==> src/wd_defines.svh <==
// Offsets, field positions, reset values and timing counts of the watchdog.
`ifndef WD_DEFINES_SVH
`define WD_DEFINES_SVH

// Watchdog counter register in the core's data space.
`define WD_REG_OFFSET    8'hD8
`define WD_REG_RESET     8'hFE
`define WD_BIT_C         0
`define WD_BIT_SR        1
`define WD_PER_LSB       2
`define WD_PER_MSB       7
// Value that clears the software-reset bit while leaving the period long.
`define WD_SAFE_DISABLE  8'hFD

// Core clock cycles per decrement of the period count.
`define WD_PRESCALE      12'd3072
// Instructions that must retire before the count may run.
`define WD_GUARD_INSTR   5'd28
// Length of the chip reset, standing in for oscillator stabilisation.
`define WD_STAB_CYCLES   12'd2048

// Controller registers on the Avalon-MM slave (byte addresses).
`define WD_AV_CTRL       4'h0
`define WD_AV_CFG        4'h4
`define WD_AV_STAT       4'h8
// Control register bits.
`define WD_CTL_WRITE     0
`define WD_CTL_STOP      1
`define WD_CTL_INSTR     2
`define WD_CTL_IRQ       3
`define WD_CTL_NMI       4
`define WD_CTL_DATA_LSB  8
`define WD_CTL_DATA_MSB  15
// Configuration register bits.
`define WD_CFG_GEN       0
`define WD_CFG_NMI_PIN   1
`define WD_CFG_GUARD     2

`endif

==> src/wd_pkg.sv <==
// Types shared by the watchdog and its controller.
package wd_pkg;

    // Power state of the core as steered by the watchdog.
    typedef enum logic [2:0] {
        WD_RUN  = 3'b001,
        WD_WAIT = 3'b010,
        WD_STOP = 3'b100
    } wd_mode_t;

endpackage

==> src/wd_link_if.sv <==
// Link between the watchdog and the core-side controller.
`timescale 1ns/1ns
`default_nettype none

interface wd_link_if;
    import wd_pkg::*;

    logic           reg_wr;
    logic [7:0]     reg_wdata;
    logic [7:0]     reg_rdata;
    logic           stop_instr;
    logic           instr_done;
    logic           irq_req;
    logic           nmi_req;
    logic           gen;
    logic           nmi_pin;
    wd_mode_t       core_mode;
    logic           chip_rst;

    modport dev (
        input  reg_wr, reg_wdata, stop_instr, instr_done,
        input  irq_req, nmi_req, gen, nmi_pin,
        output reg_rdata, core_mode, chip_rst
    );

    modport host (
        output reg_wr, reg_wdata, stop_instr, instr_done,
        output irq_req, nmi_req, gen, nmi_pin,
        input  reg_rdata, core_mode, chip_rst
    );

endinterface

`default_nettype wire

==> src/wd_dev.sv <==
// Digital watchdog with a reloadable downcounter.
//
// Decided for this implementation: the Avalon-MM interface to the registers.
`timescale 1ns/1ns
`default_nettype none
`include "wd_defines.svh"

module wd_dev
    import wd_pkg::*;
#(
    parameter bit HW_ACT   = 1'b0,
    parameter bit EXT_STOP = 1'b0
) (
    // Clock and reset.
    input  wire logic   clk,
    input  wire logic   rstn,
    // Link to the core side.
    wd_link_if.dev      link,
    // User side.
    output logic        wd_active,
    output logic        wd_reset_out
);

    ////////////////////////////////////////////////////////////////////////
    // Bit order helpers.

    function automatic logic [5:0] rev6(input logic [5:0] v);
        logic [5:0] r;
        r = 6'h00;
        for (int i = 0; i < 6; i++) begin
            r[i] = v[5 - i];
        end
        return r;
    endfunction

    // Register image to physical counter: bit 6 is the software-reset bit.
    function automatic logic [6:0] reg2cnt(input logic [7:0] r);
        return {r[`WD_BIT_SR], rev6(r[`WD_PER_MSB:`WD_PER_LSB])};
    endfunction

    function automatic logic [7:0] cnt2reg(input logic [6:0] c,
                                           input logic       act);
        return {rev6(c[5:0]), c[6], act};
    endfunction

    ////////////////////////////////////////////////////////////////////////
    // State.

    logic [6:0]     cnt_r;
    logic           act_r;
    logic [11:0]    pre_r;
    logic [4:0]     guard_r;
    logic           rst_r;
    logic [11:0]    stab_r;
    wd_mode_t       mode_r;
    logic           nmi_s1_r;
    logic           nmi_s2_r;
    logic [7:0]     rdata_r;

    logic           wr_ok;
    logic           wr_sr_clear;
    logic           guard_ok;
    logic           cnt_en;
    logic           tick;
    logic           underflow;
    logic           rst_fire;
    logic           wake;

    always_comb begin
        wr_ok       = link.reg_wr && link.reg_wdata[`WD_BIT_SR];
        wr_sr_clear = link.reg_wr && !link.reg_wdata[`WD_BIT_SR];
        guard_ok    = (guard_r == `WD_GUARD_INSTR);
        // A stopped core freezes the count; the guard holds it after start.
        cnt_en      = (mode_r != WD_STOP) && (!act_r || guard_ok);
        tick        = cnt_en && (pre_r == `WD_PRESCALE - 12'd1);
        // Borrow out of the period bits is bit 6 falling.
        underflow   = tick && act_r && (cnt_r[5:0] == 6'h00);
        rst_fire    = !rst_r && (underflow || wr_sr_clear);
        // Wakes need interrupts enabled, the non-maskable one included.
        wake        = link.gen && (link.irq_req || link.nmi_req);
    end

    ////////////////////////////////////////////////////////////////////////
    // Pin synchroniser for the non-maskable interrupt line.

    always_ff @(posedge clk or negedge rstn) begin
        if (!rstn) begin
            nmi_s1_r <= 1'b0;
            nmi_s2_r <= 1'b0;
        end else begin
            nmi_s1_r <= link.nmi_pin;
            nmi_s2_r <= nmi_s1_r;
        end
    end

    ////////////////////////////////////////////////////////////////////////
    // Prescaler: one decrement per fixed run of core cycles.

    always_ff @(posedge clk or negedge rstn) begin
        if (!rstn) begin
            pre_r <= 12'd0;
        end else if (rst_r) begin
            pre_r <= 12'd0;
        end else if (tick) begin
            pre_r <= 12'd0;
        end else if (cnt_en) begin
            pre_r <= pre_r + 12'd1;
        end
    end

    ////////////////////////////////////////////////////////////////////////
    // Downcounter.

    always_ff @(posedge clk or negedge rstn) begin
        if (!rstn) begin
            cnt_r <= reg2cnt(`WD_REG_RESET);
        end else if (rst_r) begin
            cnt_r <= reg2cnt(`WD_REG_RESET);
        end else if (wr_ok) begin
            cnt_r <= reg2cnt(link.reg_wdata);
        end else if (tick) begin
            // Inactive, all seven bits wrap as a plain timer.
            cnt_r <= cnt_r - 7'h01;
        end
    end

    ////////////////////////////////////////////////////////////////////////
    // Activation.

    always_ff @(posedge clk or negedge rstn) begin
        if (!rstn) begin
            act_r <= HW_ACT;
        end else if (rst_r) begin
            act_r <= HW_ACT;
        end else if (wr_ok && link.reg_wdata[`WD_BIT_C]) begin
            act_r <= 1'b1;
        end
        // A write with the control bit low never clears it.
    end

    ////////////////////////////////////////////////////////////////////////
    // Instruction guard after reset or activation.

    always_ff @(posedge clk or negedge rstn) begin
        if (!rstn) begin
            guard_r <= 5'd0;
        end else if (rst_r) begin
            guard_r <= 5'd0;
        end else if (wr_ok && link.reg_wdata[`WD_BIT_C] && !act_r) begin
            guard_r <= 5'd0;
        end else if (link.instr_done && !guard_ok) begin
            guard_r <= guard_r + 5'd1;
        end
    end

    ////////////////////////////////////////////////////////////////////////
    // Chip reset with stabilisation delay.

    always_ff @(posedge clk or negedge rstn) begin
        if (!rstn) begin
            rst_r  <= 1'b0;
            stab_r <= 12'd0;
        end else if (rst_fire) begin
            rst_r  <= 1'b1;
            stab_r <= `WD_STAB_CYCLES - 12'd1;
        end else if (rst_r) begin
            if (stab_r == 12'd0) begin
                rst_r <= 1'b0;
            end else begin
                stab_r <= stab_r - 12'd1;
            end
        end
    end

    ////////////////////////////////////////////////////////////////////////
    // Stop and wait handling.

    always_ff @(posedge clk or negedge rstn) begin
        if (!rstn) begin
            mode_r <= WD_RUN;
        end else if (rst_r) begin
            mode_r <= WD_RUN;
        end else begin
            case (mode_r)
                WD_RUN: begin
                    if (link.stop_instr) begin
                        if (!act_r) begin
                            mode_r <= WD_STOP;
                        end else if (EXT_STOP && nmi_s2_r) begin
                            mode_r <= WD_STOP;
                        end else begin
                            mode_r <= WD_WAIT;
                        end
                    end
                end
                WD_WAIT: begin
                    if (wake) begin
                        mode_r <= WD_RUN;
                    end
                end
                WD_STOP: begin
                    if (wake) begin
                        mode_r <= WD_RUN;
                    end
                end
                default: begin
                    mode_r <= WD_RUN;
                end
            endcase
        end
    end

    ////////////////////////////////////////////////////////////////////////
    // Register read image.

    always_ff @(posedge clk or negedge rstn) begin
        if (!rstn) begin
            rdata_r <= `WD_REG_RESET | {7'h00, HW_ACT};
        end else begin
            rdata_r <= cnt2reg(cnt_r, act_r || HW_ACT);
        end
    end

    assign link.reg_rdata = rdata_r;
    assign link.core_mode = mode_r;
    assign link.chip_rst  = rst_r;
    assign wd_active      = act_r;
    assign wd_reset_out   = rst_r;

endmodule

`default_nettype wire

==> src/flat_wrapper.sv <==
// flat-port wrapper written by rule: the top's interface ports become plain ports
module wd_dev_flat import wd_pkg::*;
#(
    parameter bit HW_ACT   = 1'b0,
    parameter bit EXT_STOP = 1'b0
)
  (clk, rstn, wd_active, wd_reset_out, link_reg_wr, link_reg_wdata, link_stop_instr, link_instr_done, link_irq_req, link_nmi_req, link_gen, link_nmi_pin, link_reg_rdata, link_core_mode, link_chip_rst);
  wd_link_if link_i ();
  input  wire logic clk;
  input  wire logic rstn;
  output logic wd_active;
  output logic wd_reset_out;
  input wire logic [$bits(link_i.reg_wr)-1:0] link_reg_wr;
  input wire logic [$bits(link_i.reg_wdata)-1:0] link_reg_wdata;
  input wire logic [$bits(link_i.stop_instr)-1:0] link_stop_instr;
  input wire logic [$bits(link_i.instr_done)-1:0] link_instr_done;
  input wire logic [$bits(link_i.irq_req)-1:0] link_irq_req;
  input wire logic [$bits(link_i.nmi_req)-1:0] link_nmi_req;
  input wire logic [$bits(link_i.gen)-1:0] link_gen;
  input wire logic [$bits(link_i.nmi_pin)-1:0] link_nmi_pin;
  output wire logic [$bits(link_i.reg_rdata)-1:0] link_reg_rdata;
  output wire logic [$bits(link_i.core_mode)-1:0] link_core_mode;
  output wire logic [$bits(link_i.chip_rst)-1:0] link_chip_rst;
  assign link_i.reg_wr = link_reg_wr;
  assign link_i.reg_wdata = link_reg_wdata;
  assign link_i.stop_instr = link_stop_instr;
  assign link_i.instr_done = link_instr_done;
  assign link_i.irq_req = link_irq_req;
  assign link_i.nmi_req = link_nmi_req;
  assign link_i.gen = link_gen;
  assign link_i.nmi_pin = link_nmi_pin;
  assign link_reg_rdata = link_i.reg_rdata;
  assign link_core_mode = link_i.core_mode;
  assign link_chip_rst = link_i.chip_rst;
  wd_dev #(.HW_ACT(HW_ACT), .EXT_STOP(EXT_STOP)) u_core (.clk(clk), .rstn(rstn), .link(link_i), .wd_active(wd_active), .wd_reset_out(wd_reset_out));
endmodule
==> config.mk <==
export PLATFORM = sky130hd
export DESIGN_NAME = wd_dev_flat
export DESIGN_NICKNAME = d
export VERILOG_FILES = /design/src/wd_pkg.sv /design/src/wd_link_if.sv /design/src/wd_dev.sv /design/src/flat_wrapper.sv
export VERILOG_INCLUDE_DIRS = /design/src
export SDC_FILE = /design/constraint.sdc
export NUM_CORES = 1
export LEC_CHECK = 0
export BUFFER_PORTS_ARGS = -buffer_cell sky130_fd_sc_hd__clkbuf_2
export CAP_MARGIN = 5
export CORE_MARGIN = 2
export CORE_UTILIZATION = 35
export DETAILED_ROUTE_END_ITERATION = 7
export MAX_ROUTING_LAYER = met4
export PLACE_DENSITY = 0.55
export SETUP_SLACK_MARGIN = 0.1
export SLEW_MARGIN = 20
export SYNTH_ARGS = -nofsm -noshare
export SYNTH_HDL_FRONTEND = slang
export SYNTH_SLANG_ARGS = --single-unit
==> constraint.sdc <==
create_clock -name clk -period 3.98 [get_ports clk]
set_input_delay 0.398 -clock clk [delete_from_list [all_inputs] [get_ports clk]]
set_output_delay 0.398 -clock clk [all_outputs]
set_load 0.03 [all_outputs]
## Yosys cells after proc, flatten, opt, wreduce, memory -nomap -nowiden

Cells that the tools add are included.

| storage, ports and cells | value |
|---|---|
| latch bits | 0 |
| logic and storage cells | 71 |
| memory bits (read-only) | 0 |
| input port bits | 17 |
| flip-flop bits (word level) | 49 |
| memory bits (writable) | 0 |
| memories kept | 0 |

| operators by class | value |
|---|---|
| multipliers | 0 |
| order comparisons | 0 |
| reduce and logical (&&, ||, !) cells | 28 |
| mux-type cells | 22 |
| divide/modulo/power cells | 0 |
| bitwise logic cells | 0 |
| shifts and indexed selects | 0 |
| equal/unequal tests | 9 |
| add/sub/neg operators | 4 |

Operators with widths:

| operator | count |
|---|---|
| 2-to-1 mux 12 bit | 6 |
| 2-to-1 mux 7 bit | 3 |
| 2-to-1 mux 5 bit | 3 |
| adder 12 x 1 -> 12 bit (second input constant) | 1 |
| equality test 12 bit (second input constant) | 1 |
| logical NOT 12 bit | 1 |
| 2-to-1 mux 3 bit | 4 |
| subtractor 12 x 1 -> 12 bit (second input constant) | 1 |
| logical AND 1 bit | 11 |
| nonzero test 3 bit | 3 |
| subtractor 7 x 1 -> 7 bit (second input constant) | 1 |
| logical NOT 6 bit | 1 |
| case mux 3 bit (2 select lines) | 1 |
| adder 5 x 1 -> 5 bit (second input constant) | 1 |
| equality test 5 bit (second input constant) | 1 |
| 2-to-1 mux 1 bit | 5 |
| logical NOT 1 bit | 4 |
| AND reduction 2 bit | 2 |
| nonzero test 2 bit | 2 |
| equality test 3 x 1 -> 1 bit (second input constant) | 1 |
| equality test 3 x 2 -> 1 bit (second input constant) | 1 |
| equality test 3 bit (second input constant) | 1 |
| logical OR 1 bit | 3 |
| != test 3 x 1 -> 1 bit (second input constant) | 1 |
| other kinds (4) | 4 |

## Depth between registers and ports, before layout

Gate-level depths: netlist of the first run.

| depth | value |
|---|---|
| depth in word-level cells | 10 |
| depth in mapped cells | 8 |
| mapped depth without buffers | 7 |

## Worst setup path before layout of the first run

No wires, ideal clock.

| path | value |
|---|---|
| path kind | flip-flop to flip-flop |
| start point | reg u_core.stab_r[0] |
| end point | reg u_core.stab_r[0] |
| data required time | 3.857 ns |
| library setup time | 0.123 ns |
| cell stages (with the launch flop) | 8 |
| arrival time | 1.701 ns |
| clock period less this slack | 1.824 ns |
| setup slack | 2.156 ns |
| path through | dfrtp_1 -> inv_1 -> ha_1 -> or4b_4 -> and4bb_2 -> or2b_2 -> xnor2_1 -> nand2_1 |

| on the way | value |
|---|---|
| longest elaborated chain between the ends | 4 |
| elaborated cells between the ends (all ways) | 7 |

Ends and longest elaborated chain:

| element | line | RTL |
|---|---|---|
| start: declaration | wd_dev.sv:54 | `logic [11:0] stab_r;` |
| start signal: assignment | wd_dev.sv:165 | `` stab_r <= `WD_STAB_CYCLES - 12'd1; `` |
| start signal: assignment | wd_dev.sv:170 | `stab_r <= stab_r - 12'd1;` |
| subtractor 12 x 1 -> 12 bit | wd_dev.sv:170 |  |
| 2-to-1 mux 12 bit | wd_dev.sv:167 | `if (stab_r == 12'd0) begin` |
| 2-to-1 mux 12 bit | wd_dev.sv:166 | `end else if (rst_r) begin` |
| 2-to-1 mux 12 bit | wd_dev.sv:163 | `end else if (rst_fire) begin` |

Several ways; a longest one is shown, not always the timed one. The select of a mux whose other input is x is not followed.
A chain may end at the register's enable or synchronous reset.

## Worst setup path after layout of the first run

| path | value |
|---|---|
| start point | reg u_core.pre_r[0] |
| end point | reg u_core.stab_r[1] |

| on the way | value |
|---|---|
| longest elaborated chain between the ends | 8 |
| elaborated cells between the ends (all ways) | 10 |

Ends and longest elaborated chain:

| element | line | RTL |
|---|---|---|
| start: declaration | wd_dev.sv:51 | `logic [11:0] pre_r;` |
| start signal: assignment | wd_dev.sv:107 | `pre_r <= pre_r + 12'd1;` |
| equality test 12 bit (*) | wd_dev.sv:75 | `` tick = cnt_en && (pre_r == `WD_PRESCALE - 12'd1); `` |
| logical AND 1 bit (*) | wd_dev.sv:75 |  |
| logical AND 1 bit (*) (2 in a row) | wd_dev.sv:77 | `underflow = tick && act_r && (cnt_r[5:0] == 6'h00);` |
| logical OR 1 bit (*) | wd_dev.sv:78 | `rst_fire = !rst_r && (underflow \|\| wr_sr_clear);` |
| logical AND 1 bit (*) | wd_dev.sv:78 |  |
| != test 2 x 1 -> 1 bit (no line) / nonzero test 2 bit (equally long branches) | - |  |
| AND reduction 2 bit (no line) | - |  |

Every way passes the cells marked *; elsewhere a longest branch is shown, timed or not.

==> results.yml, run 1 <==
outcome:
  run_status: "finished, final reports clean"
placed_design:
  port_buffers: 29
  hpwlAfterDp_microns: 3354
  finalWeightedCongestion: 0.7790
clocking:
  postCtsResizedCells: 0
  cts.root.buffer_cell: "sky130_fd_sc_hd__clkbuf_8"
  clock_tree_from_tritoncts: "yes"
  clkLatencyLatePin_ns: 0.29
  clock_tree.buffer_depth: 2
  clock_sinks: 49
  clk_transition_reported_paths_ns: 0.09
  postCtsHoldBufs: 0
  total_clock_buffers_created_by_cts: 5
  post_cts.repair.setup_buffers: 0
  cts.htree.levels: 2
floorplanning:
  placeable_core_region_sq_mm: 0.006832
  die_x_microns: 88.45
  floorplan.io_pins: 31
  floorplan.die_area_sq_mm: 0.007823
  floorplan.initialDensity_pct: 36.54
  floorplan.rows: 30
  floorplan.die.height_microns: 88.45
worst_setup_path:
  critical_path_end_type: "flop"
  worstReg2RegStart: "u_core.pre_r[0]"
  cp.required_ns: 4.10
  slowest_delay_ns: 0.79
  crit_path_buffers_inverters: 0
  critPathKind: "flop to flop"
  path_max_fanout: 13
  worst_r2r_path_depth: 6
  worst-r2r-setup-slack_ns: 1.63
  arrival_ns: 2.47
  critPathLaunchType: "flop"
  reg2reg_to: "u_core.stab_r[1]"
  crit_path_top_delay_cell: "sky130_fd_sc_hd__a21oi_1"
  cp_top_delay_family: "compound AO/OA/AOI/OAI gates"
  timing.critical_path.cells: "ha_1, nand3_1, nor3_1, and4_1, a21oi_1, o211ai_1"
grt:
  grt_pass1_wl_microns: 8197
  globalRouteTotalUtil_pct: 13.61
  gr-total-overflow: 0
  maximum_number_of_pins_on_one_net_before_global_route_repair: 50
  initial_antenna_violation_count: 0
  first_global_vias: 1787
synthesis:
  count_of_mapped_cells_out_of_synthesis: 259
  synth_cell_types: 43
  syn_nets: 283
  syn_area_per_cell_sq_um: 9.638
  synthesis.yosys.warnings: 0
  async_s_r_ff_share_synth_pct: 100.0
  synth-edff-count: 0
  netlist_area_sq_mm: 0.002496
  ys_ff_latch: 49
  ys.flop_type: "sky130_fd_sc_hd__dfrtp_1"
  seq_area_frac_synth_pct: 49.87
timing:
  fin_hold_ws_ns: 0.1855
  timing.final.crit_period_ns: 2.353
  maxSlewViolCount: 0
  final_setup_violation_count: 0
  unrepaired_setup_endpoints_after_global_routing: "false"
  tightestPinTransition_ns: 1.030
  slew_headroom_pct: 31.35
  finalHoldViolCount: 0
  period_share_pct: 59.12
  fin_tns_setup_ns: 0
  max_freq_mhz: 425.0
  skew_ns: 0.006311
detailed_routing:
  dr.pass1.iters: 4
  number_of_drc_violations_after_detailed_routing: 0
  wl_per_cell_microns: 12.37
  routed_wl_microns: 4774
  routed_via_count: 1919
  antenna_violating_nets_post_route: 0
  drt_iter0_markers: 83
  viasPerCell: 4.972
cells_and_area:
  syn2layout_area_growth_pct: 14.19
  antenna-diode-count: 0
  finish.net_count: 313
  ratio_of_cells_with_drive_above_1_in_the_final_layout_pct: 20.69
power:
  total_leakage_power_nw: 1.110
  power_dens_cells_mw_per_mm2: 303.2
  worst_ir_drop_vdd_uv: 144.1
worst_hold_path:
  min_path_type: "input port to async pin"
job:
  maxCapViolations: 0
cell usage after synthesis, types with 2 or more instances:
master / n / area share, %
sky130_fd_sc_hd__buf_2: 2 / 0.40
sky130_fd_sc_hd__dfrtp_1: 34 / 34
sky130_fd_sc_hd__ha_1: 7 / 3.5
sky130_fd_sc_hd__o211ai_1: 4 / 1.2
sky130_fd_sc_hd__dfstp_2: 15 / 16
sky130_fd_sc_hd__nor3_1: 15 / 3.0
sky130_fd_sc_hd__nor2_1: 31 / 4.7
sky130_fd_sc_hd__a211oi_1: 5 / 1.5
sky130_fd_sc_hd__nand4_1: 3 / 0.75
sky130_fd_sc_hd__nand3_1: 14 / 2.8
sky130_fd_sc_hd__and4_1: 2 / 0.70
sky130_fd_sc_hd__a21oi_1: 8 / 1.6
sky130_fd_sc_hd__o31ai_1: 2 / 0.60
sky130_fd_sc_hd__nor2b_1: 4 / 1.0
sky130_fd_sc_hd__xnor2_1: 9 / 3.2
sky130_fd_sc_hd__and2_1: 3 / 0.75
sky130_fd_sc_hd__mux2i_1: 2 / 0.80
sky130_fd_sc_hd__nor3b_1: 2 / 0.60
sky130_fd_sc_hd__xor2_1: 11 / 3.9
sky130_fd_sc_hd__o21ai_0: 7 / 1.4
sky130_fd_sc_hd__nand2_1: 32 / 4.8
sky130_fd_sc_hd__nand2b_1: 2 / 0.50
sky130_fd_sc_hd__clkbuf_1: 6 / 0.90
sky130_fd_sc_hd__nor4b_1: 4 / 1.4
sky130_fd_sc_hd__inv_1: 10 / 1.5
sky130_fd_sc_hd__nor4_1: 7 / 1.8
sky130_fd_sc_hd__or3_1: 2 / 0.50
report_power, final:
group / internal (mW) / switching [mW]
clock: 0.186 / 0.157
combinational: 0.00742 / 0.0162
sequential: 0.498 / 0
total: 0.691 / 0.173
per-layer routing:
| layer | routed length (microns) | GRT usage [%] | vias to the layer above |
|---|---|---|---|
| met2 | 2097 | 20.37 | 29 |
| met3 | 153 | 2.985 | 5 |
| met5 | 0 | - | - |
| met1 | 2464 | 18.13 | 922 |
| met4 | 59 | 4.959 | 0 |
| li1 | - | - | 963 |
logic make-up (layout without fill, tap and decap cells):
| logic type | count (synthesis) | count (layout) | synth area share, % |
|---|---|---|---|
| mux | 2 | 2 | 0.8020 |
| xor+xnor | 20 | 20 | 7.018 |
| fa+ha+maj | 7 | 7 | 3.509 |
| compound gates | 30 | 30 | 7.669 |
| buf+inv | 19 | 50 | 3.108 |
| flops | 49 | 49 | 49.87 |
| simple gates | 132 | 132 | 28.02 |
cell type report:
cell class              count  area (sq um)
flip-flops and latches     49          1245
inverters                  10         37.54
clock inverters             2         33.78
well taps                  96         120.1
multi-input cells         191          1174
fillers                   700          3981
clock buffers               6         72.57
repair buffers             32         167.7
sequential cells by signal (all words and copies together) (netlist names):
name                   count
u_core.stab_r             12
u_core.pre_r              12
u_core.wd_active           1
u_core.link.reg_rdata      8
u_core.link.core_mode      3
u_core.guard_r             5
u_core.link.chip_rst       1
u_core.cnt_r               7
worst reg2reg max path, stage by stage (launching register included):
cell                       delay, ns
sky130_fd_sc_hd__dfrtp_1        0.42
sky130_fd_sc_hd__ha_1           0.22
sky130_fd_sc_hd__nand3_1        0.20
sky130_fd_sc_hd__nor3_1         0.12
sky130_fd_sc_hd__and4_1         0.22
sky130_fd_sc_hd__a21oi_1        0.79
sky130_fd_sc_hd__o211ai_1       0.21
placed cells by master, fill, tap and decap left out, drive strengths merged, types with 5 or more instances in the layout:
master	Yosys	final
clkbuf	6	35
nor4	8	8
dfstp	15	15
a211oi	5	5
nor2	31	31
xnor2	9	9
nand2	32	32
o21ai	7	7
ha	7	7
dfrtp	34	34
a21oi	8	8
nand3	14	14
xor2	11	11
nor3	15	15
inv	10	10
how the worst max path moves through the flow:
stage | endpoint | start | cells past startpoint | slack, ns
4_1_cts | u_core.stab_r[1] | u_core.pre_r[0] | 6 | 1.57
5_1_grt | u_core.stab_r[1] | u_core.pre_r[0] | 6 | 1.44
3_3_place_gp | u_core.stab_r[1] | u_core.pre_r[0] | 6 | 1.61
3_5_place_dp | u_core.stab_r[1] | u_core.pre_r[0] | 6 | 1.59
6_report | u_core.stab_r[1] | u_core.pre_r[0] | 6 | 1.63
2_1_floorplan | u_core.stab_r[0] | u_core.stab_r[0] | 7 | 2.16
metrics by stage:
stage	cell area, sq um	utilization [%]	instances	total power [mW]	setup WS [ns]
2_1_floorplan	2496	-	259	0.5129	2.156
3_3_place_gp	2744	40.16	378	0.5325	1.609
3_5_place_dp	2744	40.16	378	0.5321	1.590
4_1_cts	2850	41.72	386	0.8835	1.571
5_1_grt	2850	41.72	386	0.9083	1.443
6_report	2850	41.72	386	0.8641	1.627
Note: power is estimated with default switching activity, not from simulation.
==> run 2: changes to the inputs <==
==> constraint.sdc (replaced) <==
create_clock -name clk -period 2.25 [get_ports clk]
set_input_delay 0.225 -clock clk [delete_from_list [all_inputs] [get_ports clk]]
set_output_delay 0.225 -clock clk [all_outputs]
set_load 0.03 [all_outputs]
==> results.yml, run 2 (synthesis gave the netlist of run 1 again) <==
outcome:
  run_status: "finished, final reports clean"
detailed_routing:
  routed_via_count: 1964
  routed_wl_microns: 5192
  viasPerCell: 4.947
  antenna_violating_nets_post_route: 0
  wl_per_cell_microns: 13.08
  drt_iter0_markers: 83
  number_of_drc_violations_after_detailed_routing: 0
  dr.pass1.iters: 5
floorplanning:
  placeable_core_region_sq_mm: 0.006832
  floorplan.die.height_microns: 88.45
  floorplan.rows: 30
  floorplan.io_pins: 31
  die_x_microns: 88.45
  floorplan.die_area_sq_mm: 0.007823
  floorplan.initialDensity_pct: 36.54
power:
  power_dens_cells_mw_per_mm2: 485.9
  total_leakage_power_nw: 1.177
  report.power.total_mw: 1.427
  worst_ir_drop_vdd_uv: 166.3
worst_setup_path:
  crit_path_buffers_inverters: 2
  worst-r2r-setup-slack_ns: 0.17
  critical_path_cell_count: 8
  critical_path_end_type: "flop"
  cp.required_ns: 2.47
  timing.critical_path.cells: "inv_1, ha_1, nand4_2, buf_4, a21oi_1, or3b_4, or3_1, o211ai_1"
  cp_top_delay_family: "simple AND/OR/NAND/NOR gates"
  path_max_fanout: 6
  worstSetupStartpoint: "u_core.guard_r[1]"
  cp-endpoint: "u_core.pre_r[11]"
  critPathKind: "flop to flop"
  reg2reg_to: "u_core.pre_r[11]"
  worstReg2RegStart: "u_core.guard_r[1]"
  critPathLaunchType: "flop"
  crit_path_top_delay_cell: "sky130_fd_sc_hd__or3b_4"
  arrival_ns: 2.30
  worst_r2r_path_depth: 8
  slowest_delay_ns: 0.45
timing:
  tightestPinTransition_ns: 0.6367
  skew_ns: 0.008530
  unrepaired_setup_endpoints_after_global_routing: "true"
  timing.final.crit_period_ns: 2.083
  maxSlewViolCount: 0
  slew_headroom_pct: 57.56
  max_freq_mhz: 480.1
  fin_hold_ws_ns: 0.2005
  finalHoldViolCount: 0
  period_share_pct: 92.58
  final_setup_violation_count: 0
grt:
  gr-total-overflow: 0
  grt_pass1_wl_microns: 8921
  first_global_vias: 1927
  globalRouteTotalUtil_pct: 14.98
  groute.layer.met2.usage_pct: 23.10
  globalRoute.busiestLayer: "met2"
  grt_util_met1_pct: 19.99
  initial_antenna_violation_count: 0
  use_met3_pct: 2.146
  maximum_number_of_pins_on_one_net_before_global_route_repair: 27
cells_and_area:
  final_cell_mix: "34 x sky130_fd_sc_hd__dfrtp_1, 32 x sky130_fd_sc_hd__nand2_1, 31 x sky130_fd_sc_hd__nor2_1, 29 x sky130_fd_sc_hd__clkbuf_2"
  finish.net_count: 324
  ratio_of_cells_with_drive_above_1_in_the_final_layout_pct: 23.92
  antenna-diode-count: 0
  layout.cells.most_common: "sky130_fd_sc_hd__dfrtp_1"
  syn2layout_area_growth_pct: 17.64
clocking:
  cts.root.buffer_cell: "sky130_fd_sc_hd__clkbuf_8"
  clkLatencyLatePin_ns: 0.30
  clock_tree.buffer_depth: 2
  clk_transition_reported_paths_ns: 0.09
  total_clock_buffers_created_by_cts: 5
  clock_sinks: 49
  cts.htree.levels: 2
  clock_tree_from_tritoncts: "yes"
placed_design:
  finalWeightedCongestion: 0.8170
  hpwlAfterDp_microns: 3821
  port_buffers: 29
worst_hold_path:
  min_path_type: "input port to flop"
job:
  maxCapViolations: 0
-- run 2: cell count changes in the layout (fill, tap and decap cells not counted), sizes merged --
cell and change:
buf +10, clkinv +1, bufinv -1, dlygate4sd3 +1
-- run 2: repair_timing --
action	4_1_cts	5_1_grt
hold buffers	1	0
setup buffers	0	1
hold endpoints to repair	21	0
endpoints found under the setup margin	11	3
gates resized for setup	1	1
-- run 2: cell type report --
| cell class | instances | area (sq um) |
|---|---|---|
| Clock buffer | 6 | 72.57 |
| Clock inverter | 2 | 10.01 |
| Fill cell | 692 | 3895 |
| Inverter | 10 | 37.54 |
| Multi-Input combinational cell | 191 | 1186 |
| Sequential cell | 49 | 1245 |
| Tap cell | 96 | 120.1 |
| Timing Repair Buffer | 43 | 265.3 |
-- run 2: how the worst min path moves through the flow --
| stage | from | endpoint | slack [ns] | cells past startpoint |
|---|---|---|---|---|
| after CTS | link_reg_wdata[6] | u_core.cnt_r[1] | 0.20 | 3 |
| after global routing | link_reg_wdata[2] | u_core.cnt_r[5] | 0.21 | 3 |
| final | link_reg_wdata[6] | u_core.cnt_r[1] | 0.20 | 3 |
| after global placement | rstn | u_core.guard_r[0] | 0.28 | 1 |
| after floorplan | rstn | u_core.guard_r[0] | -0.07 | 0 |
| after detailed placement | rstn | u_core.guard_r[0] | 0.29 | 1 |
-- run 2: metal layers --
metal | vias up | share of wire (%)
met4 | 0 | 1.5
met1 | 944 | 49
met2 | 31 | 46
met5 | - | 0
met3 | 5 | 3.0
li1 | 984 | -
-- run 2: where the power goes --
part           switching [mW]  internal, mW  total [mW]
Clock                   0.281         0.216       0.497
Combinational          0.0308        0.0177      0.0486
Sequential                  0         0.881       0.881
-- run 2: worst min-delay path, stage by stage --
cell                       delay, ns
sky130_fd_sc_hd__clkbuf_2       0.08
sky130_fd_sc_hd__a21oi_1        0.05
sky130_fd_sc_hd__o311ai_0       0.09
-- run 2: per-stage QoR --
step | std cells | util (%) | setup WS (ns) | instance area, sq um | TNS [ns]
2_1_floorplan | 259 | - | 0.4261 | 2496 | 0
3_3_place_gp | 387 | 41.34 | 0.03857 | 2824 | 0
3_5_place_dp | 387 | 41.34 | -0.01592 | 2824 | -0.01592
4_1_cts | 396 | 42.75 | 0.1669 | 2920 | 0
5_1_grt | 397 | 42.99 | 0.07587 | 2937 | 0
6_report | 397 | 42.99 | 0.1669 | 2937 | 0
